File: config.mk
export PLATFORM = sky130hd
export DESIGN_NAME = host_bus_unit
export DESIGN_NICKNAME = d
export VERILOG_FILES = /design/src/inc/hbu_pkg.sv /design/src/hbu_fifo.sv /design/src/host_bus_unit.sv
export SDC_FILE = /design/constraint.sdc
export NUM_CORES = 2
export LEC_CHECK = 0
export BUFFER_PORTS_ARGS = -buffer_cell sky130_fd_sc_hd__clkbuf_2
export CAP_MARGIN = 20
export CORE_MARGIN = 3
export CORE_UTILIZATION = 40
export DETAILED_ROUTE_END_ITERATION = 10
export PLACE_DENSITY = 0.68
export SKIP_LAST_GASP = 1
export SLEW_MARGIN = 15
export SYNTH_ARGS = -nofsm -noshare
export SYNTH_HDL_FRONTEND = slang
export SYNTH_SLANG_ARGS = --single-unit
File: constraint.sdc
create_clock -name core_clk -period 9.45 [get_ports core_clk]
set_input_delay 2.835 -clock core_clk [delete_from_list [all_inputs] [get_ports core_clk]]
set_output_delay 2.835 -clock core_clk [all_outputs]
set_load 0.03 [all_outputs]
File: src/inc/hbu_pkg.sv
// constants, types and register map of the host bus unit register set
package hbu_pkg;
   localparam logic [7:0] OFS_COMMAND = 8'h00;
   localparam logic [7:0] OFS_IN_Q = 8'h04;
   localparam logic [7:0] OFS_OUT_Q = 8'h08;
   localparam logic [7:0] OFS_FLAG_NORM = 8'h0C;
   localparam logic [7:0] OFS_FLAG_CLR = 8'h10;
   localparam logic [7:0] OFS_FLAG_SET = 8'h14;
   localparam logic [7:0] OFS_MASK_NORM = 8'h18;
   localparam logic [7:0] OFS_MASK_CLR = 8'h1C;
   localparam logic [7:0] OFS_MASK_SET = 8'h20;
   localparam logic [7:0] OFS_TRIG = 8'h24;
   localparam logic [7:0] OFS_W0_HOST = 8'h40;
   localparam logic [7:0] OFS_W0_SPAN = 8'h44;
   localparam logic [7:0] OFS_W1_HOST = 8'h48;
   localparam logic [7:0] OFS_W1_SPAN = 8'h4C;
   localparam logic [7:0] OFS_W0_MEM = 8'h50;
   localparam logic [7:0] OFS_W1_MEM = 8'h54;
   localparam logic [7:0] OFS_WIN_EN = 8'h58;
   localparam logic [7:0] OFS_IN_THR = 8'h80;
   localparam logic [7:0] OFS_OUT_THR = 8'h84;
   localparam logic [7:0] OFS_IN_DMA = 8'h88;
   localparam logic [7:0] OFS_OUT_DMA = 8'h8C;
   localparam logic [7:0] OFS_DMA_CTL = 8'h90;
   localparam logic [7:0] OFS_BEHAV = 8'h94;
   localparam logic [7:0] OFS_DEBUG = 8'h98;

   localparam logic [31:0] RST_COMMAND = 32'h0000_00FF;
   localparam logic [31:0] RST_FLAG = 32'h2040_0000;
   localparam logic [31:0] RST_MASK = 32'h0000_0000;
   localparam logic [31:0] RST_TRIG = 32'hFFFF_FFFF;
   localparam logic [20:0] RST_W0_HOST = 21'h01_0000;
   localparam logic [20:0] RST_W0_SPAN = 21'h02_0000;
   localparam logic [20:0] RST_W1_HOST = 21'h05_0000;
   localparam logic [20:0] RST_W1_SPAN = 21'h00_0001;
   localparam logic [23:0] RST_W0_MEM = 24'h00_0000;
   localparam logic [23:0] RST_W1_MEM = 24'h10_0000;
   localparam logic [7:0] RST_IN_UP = 8'h0C;
   localparam logic [7:0] RST_IN_LO = 8'h03;
   localparam logic [7:0] RST_OUT_UP = 8'h3C;
   localparam logic [7:0] RST_OUT_LO = 8'h0F;
   localparam logic [7:0] RST_IN_DMA = 8'h0A;
   localparam logic [7:0] RST_OUT_DMA = 8'h3C;
   localparam logic [4:0] RST_STOP_LEN = 5'h07;
   localparam logic [31:0] RST_BEHAV = 32'h2040_0000;
   localparam logic [7:0] CODE_NOP = 8'hFF;
   localparam logic [7:0] CODE_SW_RESET = 8'h00;

   // flag bit positions of the queue threshold flags
   localparam int FLAG_IN_HIGH = 0;
   localparam int FLAG_IN_LOW = 1;
   localparam int FLAG_OUT_HIGH = 2;
   localparam int FLAG_OUT_LOW = 3;

   localparam int Q_WIDTH = 32;
   localparam int Q_DEPTH = 8;
   localparam int Q_AW = 3;

   typedef struct packed {
      logic [4:0] stop_len;
      logic float_pins;
      logic polarity_flip;
      logic demand_mode;
      logic enable;
      logic to_input;
   } dma_ctl_t;

   localparam dma_ctl_t RST_DMA_CTL = '{stop_len: RST_STOP_LEN, float_pins: 1'b0,
      polarity_flip: 1'b0, demand_mode: 1'b0, enable: 1'b0, to_input: 1'b1};

   typedef struct packed {
      logic [20:0] host_base;
      logic [20:0] span;
      logic [23:0] mem_base;
   } window_t;

   typedef enum logic [1:0] {DMA_IDLE, DMA_REQ, DMA_STOP} dma_state_t;
endpackage

File: src/hbu_fifo.sv
// parameterised valid/ready queue
`timescale 1ns/1ps
module hbu_fifo #(
   parameter int WIDTH = 32,
   parameter int DEPTH = 8,
   parameter int AW = 3
) (
   input wire logic core_clk,
   input wire logic rst_b,
   input wire logic flush,
   input wire logic in_valid,
   output logic in_ready,
   input wire logic [WIDTH-1:0] in_data,
   output logic out_valid,
   input wire logic out_ready,
   output logic [WIDTH-1:0] out_data,
   output logic [AW:0] count
);
   logic [WIDTH-1:0] mem [DEPTH];
   logic [AW-1:0] wr_r;
   logic [AW-1:0] rd_r;
   logic [AW:0] cnt_r;
   logic push;
   logic pop;

   assign in_ready = 32'(cnt_r) != DEPTH;
   assign out_valid = cnt_r != '0;
   assign out_data = mem[rd_r];
   assign count = cnt_r;
   assign push = in_valid && in_ready;
   assign pop = out_valid && out_ready;

   always_ff @(posedge core_clk) begin
      if (push) begin
         mem[wr_r] <= in_data;
      end
   end

   always_ff @(posedge core_clk or negedge rst_b) begin
      if (!rst_b) begin
         wr_r <= '0;
         rd_r <= '0;
         cnt_r <= '0;
      end else if (flush) begin
         wr_r <= '0;
         rd_r <= '0;
         cnt_r <= '0;
      end else begin
         if (push) begin
            wr_r <= AW'(32'(wr_r) == DEPTH - 1 ? 0 : 32'(wr_r) + 1);
         end
         if (pop) begin
            rd_r <= AW'(32'(rd_r) == DEPTH - 1 ? 0 : 32'(rd_r) + 1);
         end
         cnt_r <= (AW + 1)'(32'(cnt_r) + 32'(push) - 32'(pop));
      end
   end
endmodule

File: src/host_bus_unit.sv
// host bus unit register set with queues and dma handshake
`timescale 1ns/1ps
module host_bus_unit
   import hbu_pkg::*;
(
   input wire logic core_clk,
   input wire logic rst_b,
   // host bus
   input wire logic [7:0] host_addr,
   input wire logic host_wr,
   input wire logic host_rd,
   input wire logic [3:0] host_be,
   input wire logic [31:0] host_wdata,
   output logic [31:0] host_rdata,
   output logic host_in_ready,
   output logic host_size_err,
   // core side of the queues, flags and command
   output logic core_in_valid,
   input wire logic core_in_ready,
   output logic [31:0] core_in_data,
   input wire logic core_out_valid,
   output logic core_out_ready,
   input wire logic [31:0] core_out_data,
   input wire logic [7:0] in_load_cmd,
   input wire logic [31:0] core_flag_set,
   output logic [31:0] flag_dynamic,
   output logic [31:0] command_word,
   output logic command_strobe,
   // memory window mapping
   input wire logic mem_req,
   input wire logic [20:0] mem_host_addr,
   output logic mem_hit,
   output logic [23:0] mem_addr,
   // host dma acknowledge, asynchronous
   input wire logic dma_ack_pin,
   // pins, enables low while driven
   output logic dma_request_out,
   output logic dma_request_oe_b,
   output logic dma_stop_out,
   output logic dma_stop_oe_b,
   output logic interrupt_out,
   output logic interrupt_oe_b
);
   logic [31:0] command_r;
   logic [31:0] flag_r;
   logic [31:0] mask_r;
   logic [31:0] trig_r;
   logic [31:0] behav_r;
   window_t win_r [2];
   logic win_en_r;
   logic [7:0] in_up_r, in_lo_r, out_up_r, out_lo_r;
   logic [7:0] in_dma_r, out_dma_r;
   dma_ctl_t dma_r;
   logic [31:0] flag_prev_r;
   logic [4:0] stop_cnt_r;
   dma_state_t dma_state_r;
   logic ack_meta_r, ack_sync_r, ack_prev_r;
   logic en_prev_r;
   logic cmd_strobe_r;

   logic [31:0] be_mask;
   logic [31:0] wdata_m;
   logic wr_ok;
   logic sw_reset;
   logic in_push, out_pop;
   logic [Q_AW:0] in_cnt, out_cnt;
   logic [7:0] in_load, out_load;
   logic out_valid;
   logic [31:0] out_data;
   logic [31:0] hw_flags;
   logic [31:0] irq_src;
   logic irq_raw, dreq_raw, dma_stop_pulse_len_raw;
   logic dma_go;
   logic ack_rise;

   // byte lane mask; queue ports demand all four lanes
   generate
      for (genvar b = 0; b < 4; b++) begin : g_lane
         assign be_mask[8*b +: 8] = {8{host_be[b]}};
      end
   endgenerate
   assign wr_ok = host_wr;
   assign wdata_m = host_wdata & be_mask;
   assign host_size_err = (host_wr || host_rd) && ((host_addr == OFS_IN_Q) || (host_addr == OFS_OUT_Q))
      && (host_be != 4'hF);

   function automatic logic [31:0] merge(input logic [31:0] old, input logic [31:0] m, input logic [31:0] d);
      merge = (old & ~m) | (d & m);
   endfunction

   // ------------------------------------------------------------
   // queues
   // ------------------------------------------------------------
   assign in_push = host_wr && host_addr == OFS_IN_Q && host_be == 4'hF;
   assign out_pop = host_rd && host_addr == OFS_OUT_Q && host_be == 4'hF && out_valid;
   assign sw_reset = cmd_strobe_r && command_r[7:0] == CODE_SW_RESET;

   hbu_fifo #(.WIDTH(Q_WIDTH), .DEPTH(Q_DEPTH), .AW(Q_AW)) u_in_q (
      .core_clk(core_clk), .rst_b(rst_b), .flush(sw_reset),
      .in_valid(in_push), .in_ready(host_in_ready), .in_data(host_wdata),
      .out_valid(core_in_valid), .out_ready(core_in_ready), .out_data(core_in_data),
      .count(in_cnt)
   );
   hbu_fifo #(.WIDTH(Q_WIDTH), .DEPTH(Q_DEPTH), .AW(Q_AW)) u_out_q (
      .core_clk(core_clk), .rst_b(rst_b), .flush(sw_reset),
      .in_valid(core_out_valid), .in_ready(core_out_ready), .in_data(core_out_data),
      .out_valid(out_valid), .out_ready(out_pop), .out_data(out_data),
      .count(out_cnt)
   );
   assign in_load = 8'(in_cnt);
   assign out_load = 8'(out_cnt);

   // ------------------------------------------------------------
   // flag sources
   // ------------------------------------------------------------
   always_comb begin
      hw_flags = core_flag_set;
      hw_flags[FLAG_IN_HIGH] = core_flag_set[FLAG_IN_HIGH] | (in_load >= in_up_r);
      hw_flags[FLAG_IN_LOW] = core_flag_set[FLAG_IN_LOW] | (in_load <= in_lo_r);
      hw_flags[FLAG_OUT_HIGH] = core_flag_set[FLAG_OUT_HIGH] | (out_load >= out_up_r);
      hw_flags[FLAG_OUT_LOW] = core_flag_set[FLAG_OUT_LOW] | (out_load <= out_lo_r);
   end
   assign flag_dynamic = behav_r;

   // ------------------------------------------------------------
   // register writes, any time, no lock
   // ------------------------------------------------------------
   always_ff @(posedge core_clk or negedge rst_b) begin
      if (!rst_b) begin
         command_r <= RST_COMMAND;
         cmd_strobe_r <= 1'b0;
      end else begin
         cmd_strobe_r <= wr_ok && host_addr == OFS_COMMAND;
         if (wr_ok && host_addr == OFS_COMMAND) begin
            command_r <= merge(command_r, be_mask, host_wdata);
         end
      end
   end
   assign command_word = command_r;
   assign command_strobe = cmd_strobe_r;

   // dynamic flags follow the source; static flags are sticky, set wins over clear
   always_ff @(posedge core_clk or negedge rst_b) begin
      if (!rst_b) begin
         flag_r <= RST_FLAG;
      end else begin
         logic [31:0] nxt;
         nxt = flag_r;
         if (wr_ok && host_addr == OFS_FLAG_NORM) begin
            nxt = merge(flag_r, be_mask, host_wdata);
         end else if (wr_ok && host_addr == OFS_FLAG_CLR) begin
            nxt = flag_r & ~wdata_m;
         end else if (wr_ok && host_addr == OFS_FLAG_SET) begin
            nxt = flag_r | wdata_m;
         end
         flag_r <= (behav_r & hw_flags) | (~behav_r & (nxt | hw_flags));
      end
   end

   always_ff @(posedge core_clk or negedge rst_b) begin
      if (!rst_b) begin
         mask_r <= RST_MASK;
         trig_r <= RST_TRIG;
         behav_r <= RST_BEHAV;
      end else if (wr_ok) begin
         unique case (host_addr)
            OFS_MASK_NORM: mask_r <= merge(mask_r, be_mask, host_wdata);
            OFS_MASK_CLR: mask_r <= mask_r & ~wdata_m;
            OFS_MASK_SET: mask_r <= mask_r | wdata_m;
            OFS_TRIG: trig_r <= merge(trig_r, be_mask, host_wdata);
            OFS_BEHAV: behav_r <= merge(behav_r, be_mask, host_wdata);
            default: begin
            end
         endcase
      end
   end

   always_ff @(posedge core_clk or negedge rst_b) begin
      if (!rst_b) begin
         win_r[0] <= '{host_base: RST_W0_HOST, span: RST_W0_SPAN, mem_base: RST_W0_MEM};
         win_r[1] <= '{host_base: RST_W1_HOST, span: RST_W1_SPAN, mem_base: RST_W1_MEM};
         win_en_r <= 1'b0;
      end else if (wr_ok) begin
         unique case (host_addr)
            OFS_W0_HOST: win_r[0].host_base <= 21'(merge({11'h0, win_r[0].host_base}, be_mask, host_wdata));
            OFS_W0_SPAN: win_r[0].span <= 21'(merge({11'h0, win_r[0].span}, be_mask, host_wdata));
            OFS_W1_HOST: win_r[1].host_base <= 21'(merge({11'h0, win_r[1].host_base}, be_mask, host_wdata));
            OFS_W1_SPAN: win_r[1].span <= 21'(merge({11'h0, win_r[1].span}, be_mask, host_wdata));
            OFS_W0_MEM: win_r[0].mem_base <= 24'(merge({8'h0, win_r[0].mem_base}, be_mask, host_wdata));
            OFS_W1_MEM: win_r[1].mem_base <= 24'(merge({8'h0, win_r[1].mem_base}, be_mask, host_wdata));
            OFS_WIN_EN: win_en_r <= host_be[0] ? host_wdata[0] : win_en_r;
            default: begin
            end
         endcase
      end
   end

   always_ff @(posedge core_clk or negedge rst_b) begin
      if (!rst_b) begin
         in_up_r <= RST_IN_UP;
         in_lo_r <= RST_IN_LO;
         out_up_r <= RST_OUT_UP;
         out_lo_r <= RST_OUT_LO;
         in_dma_r <= RST_IN_DMA;
         out_dma_r <= RST_OUT_DMA;
         dma_r <= RST_DMA_CTL;
      end else if (wr_ok) begin
         unique case (host_addr)
            OFS_IN_THR: begin
               if (host_be[2]) in_up_r <= host_wdata[23:16];
               if (host_be[0]) in_lo_r <= host_wdata[7:0];
            end
            OFS_OUT_THR: begin
               if (host_be[2]) out_up_r <= host_wdata[23:16];
               if (host_be[0]) out_lo_r <= host_wdata[7:0];
            end
            OFS_IN_DMA: if (host_be[0]) in_dma_r <= host_wdata[7:0];
            OFS_OUT_DMA: if (host_be[2]) out_dma_r <= host_wdata[23:16];
            OFS_DMA_CTL: begin
               if (host_be[1]) dma_r.stop_len <= host_wdata[12:8];
               if (host_be[0]) begin
                  dma_r.float_pins <= host_wdata[4];
                  dma_r.polarity_flip <= host_wdata[3];
                  dma_r.demand_mode <= host_wdata[2];
                  dma_r.enable <= host_wdata[1];
                  dma_r.to_input <= host_wdata[0];
               end
            end
            default: begin
            end
         endcase
      end
   end

   // ------------------------------------------------------------
   // memory window mapping
   // ------------------------------------------------------------
   always_comb begin
      mem_hit = 1'b0;
      mem_addr = '0;
      for (int w = 1; w >= 0; w--) begin
         if (mem_req && win_en_r && mem_host_addr >= win_r[w].host_base
             && mem_host_addr < 21'(win_r[w].host_base + win_r[w].span)) begin
            mem_hit = 1'b1;
            mem_addr = 24'(win_r[w].mem_base + 24'(mem_host_addr - win_r[w].host_base));
         end
      end
   end

   // ------------------------------------------------------------
   // read mux
   // ------------------------------------------------------------
   always_ff @(posedge core_clk or negedge rst_b) begin
      if (!rst_b) begin
         host_rdata <= '0;
      end else if (host_rd) begin
         unique case (host_addr)
            OFS_COMMAND: host_rdata <= command_r & be_mask;
            OFS_OUT_Q: host_rdata <= (host_be == 4'hF && out_valid) ? out_data : '0;
            OFS_FLAG_NORM, OFS_FLAG_CLR, OFS_FLAG_SET: host_rdata <= flag_r & be_mask;
            OFS_MASK_NORM, OFS_MASK_CLR, OFS_MASK_SET: host_rdata <= mask_r & be_mask;
            OFS_TRIG: host_rdata <= trig_r & be_mask;
            OFS_W0_HOST: host_rdata <= {11'h0, win_r[0].host_base} & be_mask;
            OFS_W0_SPAN: host_rdata <= {11'h0, win_r[0].span} & be_mask;
            OFS_W1_HOST: host_rdata <= {11'h0, win_r[1].host_base} & be_mask;
            OFS_W1_SPAN: host_rdata <= {11'h0, win_r[1].span} & be_mask;
            OFS_W0_MEM: host_rdata <= {8'h0, win_r[0].mem_base} & be_mask;
            OFS_W1_MEM: host_rdata <= {8'h0, win_r[1].mem_base} & be_mask;
            OFS_WIN_EN: host_rdata <= {31'h0, win_en_r} & be_mask;
            OFS_IN_THR: host_rdata <= {8'h0, in_up_r, 8'h0, in_lo_r} & be_mask;
            OFS_OUT_THR: host_rdata <= {8'h0, out_up_r, 8'h0, out_lo_r} & be_mask;
            OFS_IN_DMA: host_rdata <= {24'h0, in_dma_r} & be_mask;
            OFS_OUT_DMA: host_rdata <= {8'h0, out_dma_r, 16'h0} & be_mask;
            OFS_DMA_CTL: host_rdata <= {19'h0, dma_r.stop_len, 3'h0, dma_r.float_pins, dma_r.polarity_flip,
               dma_r.demand_mode, dma_r.enable, dma_r.to_input} & be_mask;
            OFS_BEHAV: host_rdata <= behav_r & be_mask;
            OFS_DEBUG: host_rdata <= {8'h0, in_load_cmd, out_load, in_load} & be_mask;
            default: host_rdata <= '0;
         endcase
      end
   end

   // ------------------------------------------------------------
   // interrupt: edge or level per flag
   // ------------------------------------------------------------
   always_ff @(posedge core_clk or negedge rst_b) begin
      if (!rst_b) begin
         flag_prev_r <= RST_FLAG;
      end else begin
         flag_prev_r <= flag_r;
      end
   end
   assign irq_src = (trig_r & flag_r & ~flag_prev_r) | (~trig_r & flag_r);
   assign irq_raw = |(irq_src & mask_r);

   // ------------------------------------------------------------
   // dma handshake
   // ------------------------------------------------------------
   always_ff @(posedge core_clk or negedge rst_b) begin
      if (!rst_b) begin
         ack_meta_r <= 1'b0;
         ack_sync_r <= 1'b0;
         ack_prev_r <= 1'b0;
         en_prev_r <= 1'b0;
      end else begin
         ack_meta_r <= dma_ack_pin;
         ack_sync_r <= ack_meta_r;
         ack_prev_r <= ack_sync_r;
         en_prev_r <= dma_r.enable;
      end
   end
   assign ack_rise = ack_sync_r && !ack_prev_r;
   // input side asks while load at or below its limit; output while at or above and not empty
   assign dma_go = dma_r.to_input ? (in_load <= in_dma_r) : (out_load >= out_dma_r && out_load != 8'h00);

   always_ff @(posedge core_clk or negedge rst_b) begin
      if (!rst_b) begin
         dma_state_r <= DMA_IDLE;
         stop_cnt_r <= '0;
      end else begin
         unique case (dma_state_r)
            DMA_IDLE: begin
               if (dma_r.enable && dma_go) begin
                  dma_state_r <= DMA_REQ;
               end
            end
            DMA_REQ: begin
               if ((en_prev_r && !dma_r.enable) || sw_reset) begin
                  dma_state_r <= DMA_STOP;
                  stop_cnt_r <= dma_r.stop_len;
               end else if (ack_rise && (!dma_r.demand_mode || !dma_go)) begin
                  dma_state_r <= DMA_IDLE;
               end
            end
            DMA_STOP: begin
               if (stop_cnt_r == 5'h00) begin
                  dma_state_r <= DMA_IDLE;
               end else begin
                  stop_cnt_r <= stop_cnt_r - 5'h01;
               end
            end
         endcase
      end
   end
   assign dreq_raw = dma_state_r == DMA_REQ;
   assign dma_stop_pulse_len_raw = dma_state_r == DMA_STOP;

   // ------------------------------------------------------------
   // pin drivers
   // ------------------------------------------------------------
   assign dma_request_out = dreq_raw ^ dma_r.polarity_flip;
   assign dma_stop_out = dma_stop_pulse_len_raw ^ dma_r.polarity_flip;
   assign interrupt_out = irq_raw ^ dma_r.polarity_flip;
   assign dma_request_oe_b = dma_r.float_pins;
   assign dma_stop_oe_b = dma_r.float_pins;
   assign interrupt_oe_b = dma_r.float_pins;
endmodule

==> qor.yml <==
crit_slowest_cell: "o41ai_4"
worst_path_largest_cell_delay_ns: 0.35
fp.coreArea_mm2: 0.118
clock_tree.buffer_depth: 3
syn_nets: 3992
antenna_found_initial: 19
fin_ws_ns: -0.137
first_iter_violations: 4183
tns_ns: -0.265
min_path_type: "reg2reg"
drc: 0
syn_avg_cell_area_um2: 13.2
cpMostUsedCell: "o22ai_2"
violations: "negative setup slack"
swShare_pct: 29.5
p_per_area_mw_per_mm2: 196
wl_per_cell_um: 27.6
syn_inst: 3619
syn2layout_area_growth_pct: 17.4
layout_min_cycle_time_ns: 9.59
rsz0062_at_grt: "true"
finalSetupViolCount: 4
yosysUniqueCellTypes: 100
power_frac_seq_pct: 44.8
yosysTopAreaCell: "edfxtp_1"
start_util_pct: 40.4
grt_pass1_vias: 33269
leakage_nw: 22.8
insertion_delay_ns: 0.67
synth_most_common_cell: "edfxtp_1"
status: "finished with violations"
viasPerCell: 6.03
synthFlopType: "edfxtp_1"
slew_viol_final: 0
arrival_ns: 6.75
cts_tree: "yes"
synth_warnings: 0
fmax_ghz: 0.104
postRouteAntennaNets: 0
internal-power_mw: 7.77
h-tree-depth: 3
routed_wl_mm: 157
min_period_over_period_pct: 101
relSlewSlack_pct: 29.6
synth_commonest_cells: "edfxtp_1 (512), dfrtp_1 (373), mux2_2 (317)"
die_width_um: 352
crit_fanout: 4
hp-start: "ack_meta_r"
whs_ns: 0.349
critPathLaunchType: "primary input"
grt_first_pass_wirelength_mm: 226
skew_ns: 0.0316
fin_util_pct: 47.4
track_usage_pct: 24.9
cts_buffers: 93
setup.worst_path.start: "mem_host_addr[0]"
tightest_slew_ns: 1.05
gp_congestion: 0.948
ys_seq_area_share_pct: 55.8
clkPwrFrac_pct: 33.8
die-height_um: 352
port_buffers: 308
synth_area_mm2: 0.0478
dpl_cell_area_mm2: 0.0523
synth_edf_count: 512
combPwrFrac_pct: 21.4
grt_max_degree: 128
first_pass_iters: 8
r2r-start: "u_out_q.count[2]"
synthArstFlopShare_pct: 46.6
ys_ff_latch: 959
ys_top_cells_by_area: "edfxtp_1 (32%), dfrtp_1 (20%), mux2_2 (7.5%), mux4_2 (6.0%), ha_1 (5.8%)"
fillers: 10399
finalPower_mw: 11.0
cp.required_ns: 6.62
dpl.hpwl_mm: 114
drive_above_1_share_pct: 32.3
postLayoutCellArea_mm2: 0.0561
critical_path_class: "in2out"
clkSlewWorstSetupHoldPaths_ns: 0.06
vias: 34413
p_sw_mw: 3.25
root_buffer: "clkbuf_16"
drv_cap: 0
max-vdd-ir-drop_uv: 161
grt-ovfl-total: 0
dieArea_mm2: 0.124
nets: 4458
io_pins: 309
num_rows: 126
endpoint_kind: "primary output"
synth_top_cell_area_share_pct: 32.2
cts_hold_buf: 0
cts_num_sinks: 959
report.final.hold_viol_count: 0
crit_chain: "buf_8 > inv_8 > ha_4 > fa_2 > nor2b_1 > o21ai_1 > nand2b_2 > a41oi_4 > o41ai_4 > a21o_1 > a21oi_2 > xnor2_1 > ha_1 > and4_1 > buf_4 > and2_4 > nand3_2 > o22ai_2 > o221a_2 > a31oi_4 > xor2_2 > o22ai_2 > clkbuf_8"
[worst paths after layout]
path                                    endpoint  slack, ns  cells past startpoint
worst max-delay path                mem_addr[23]      -0.14                     23
worst min-delay path                  ack_sync_r       0.35                      0
worst max register to register  u_out_q.count[1]       5.92                     10
worst min register to register        ack_sync_r       0.35                      0
max in group asynchronous        u_out_q.rd_r[0]       5.41                      3
min in group asynchronous         host_rdata[18]       2.17                      1
[final cells by class]
type                       instances  area, um2  area share (%)
sequential                       959      26700            47.5
multi-input combinational       2376      20700            36.8
timing repair buffer             529       3310            5.91
clock buffer                     119       2560            4.56
tap                             1536       1920            3.43
inverter                         126        480           0.857
clock inverter                    54        464           0.828
antenna                            8       20.0          0.0357
[metal layers]
layer	up-vias	track usage, %	part of all wire (%)
met5	-	0	0.061
li1	14919	-	-
met4	14	11.7	5.4
met2	1738	37.3	44
met3	398	7.62	11
met1	17344	32.9	39
[critical path: cells and delay by family]
kind                       cells  cell delay, ns
and+or+nand+nor                5            0.74
xor gates and xnor gates       2            0.32
adders and majority gates      3            0.78
AOI/OAI and AO/OA              9            1.63
buffers and inverters          4            0.44
[layout by cell type, fill, tap and decap left out, types with 29 or more instances in the layout]
| cell | Yosys | final |
|---|---|---|
| nor3_1 | 36 | 29 |
| o21ai_0 | 165 | 154 |
| xor2_1 | 50 | 48 |
| a21oi_1 | 183 | 168 |
| clkbuf_16 | 0 | 94 |
| nand4_1 | 31 | 31 |
| nand2_1 | 242 | 240 |
| nand2b_1 | 40 | 40 |
| xnor2_1 | 66 | 63 |
| a221oi_1 | 31 | 30 |
| mux4_2 | 128 | 128 |
| clkbuf_2 | 0 | 294 |
| nor2_1 | 141 | 122 |
| mux2_2 | 317 | 317 |
| ha_1 | 220 | 209 |
| a21o_1 | 71 | 71 |
| dfstp_2 | 74 | 74 |
| a22o_1 | 59 | 59 |
| a31oi_1 | 40 | 36 |
| nand3_1 | 50 | 47 |
| edfxtp_1 | 512 | 512 |
| nor2b_1 | 33 | 29 |
| buf_4 | 5 | 220 |
| a222oi_1 | 31 | 31 |
| dfrtp_1 | 373 | 369 |
| inv_1 | 125 | 124 |
| a22oi_1 | 84 | 84 |
[power by group through the flow]
stage	Clock (mW)	Sequential, mW	Combinational (mW)
5_1_grt	3.93	4.95	2.56
4_1_cts	3.77	4.92	2.35
3_5_place_dp	0	5.01	2.31
6_report	3.73	4.93	2.36
2_1_floorplan	0	4.90	1.58
3_3_place_gp	0	4.99	2.28
[cells by family after synthesis]
group / after synthesis / share of synthesized area (%)
flops: 959 / 55.8
compound gates: 887 / 12.9
simple gates: 689 / 7.04
mux: 456 / 13.7
buf+inv: 284 / 2.34
fa+ha+maj: 228 / 6.10
xor+xnor: 116 / 2.13
[repair_timing]
item                                    CTS  global route
pin swaps                                56            53
buffers inserted                         13             6
resized for setup                        68            66
hold endpoints to repair                  0             0
endpoints found under the setup margin   10            23
gates cloned                              0             0
[stage by stage]
stage               setup slack [ns]  std cells
finish                        -0.137       5707
global placement              -0.328       5504
floorplan                     0.0339       3619
detailed placement            -0.436       5506
CTS                          -0.0355       5692
global route                  -0.290       5702
Note: power is estimated with default switching activity, not from simulation.
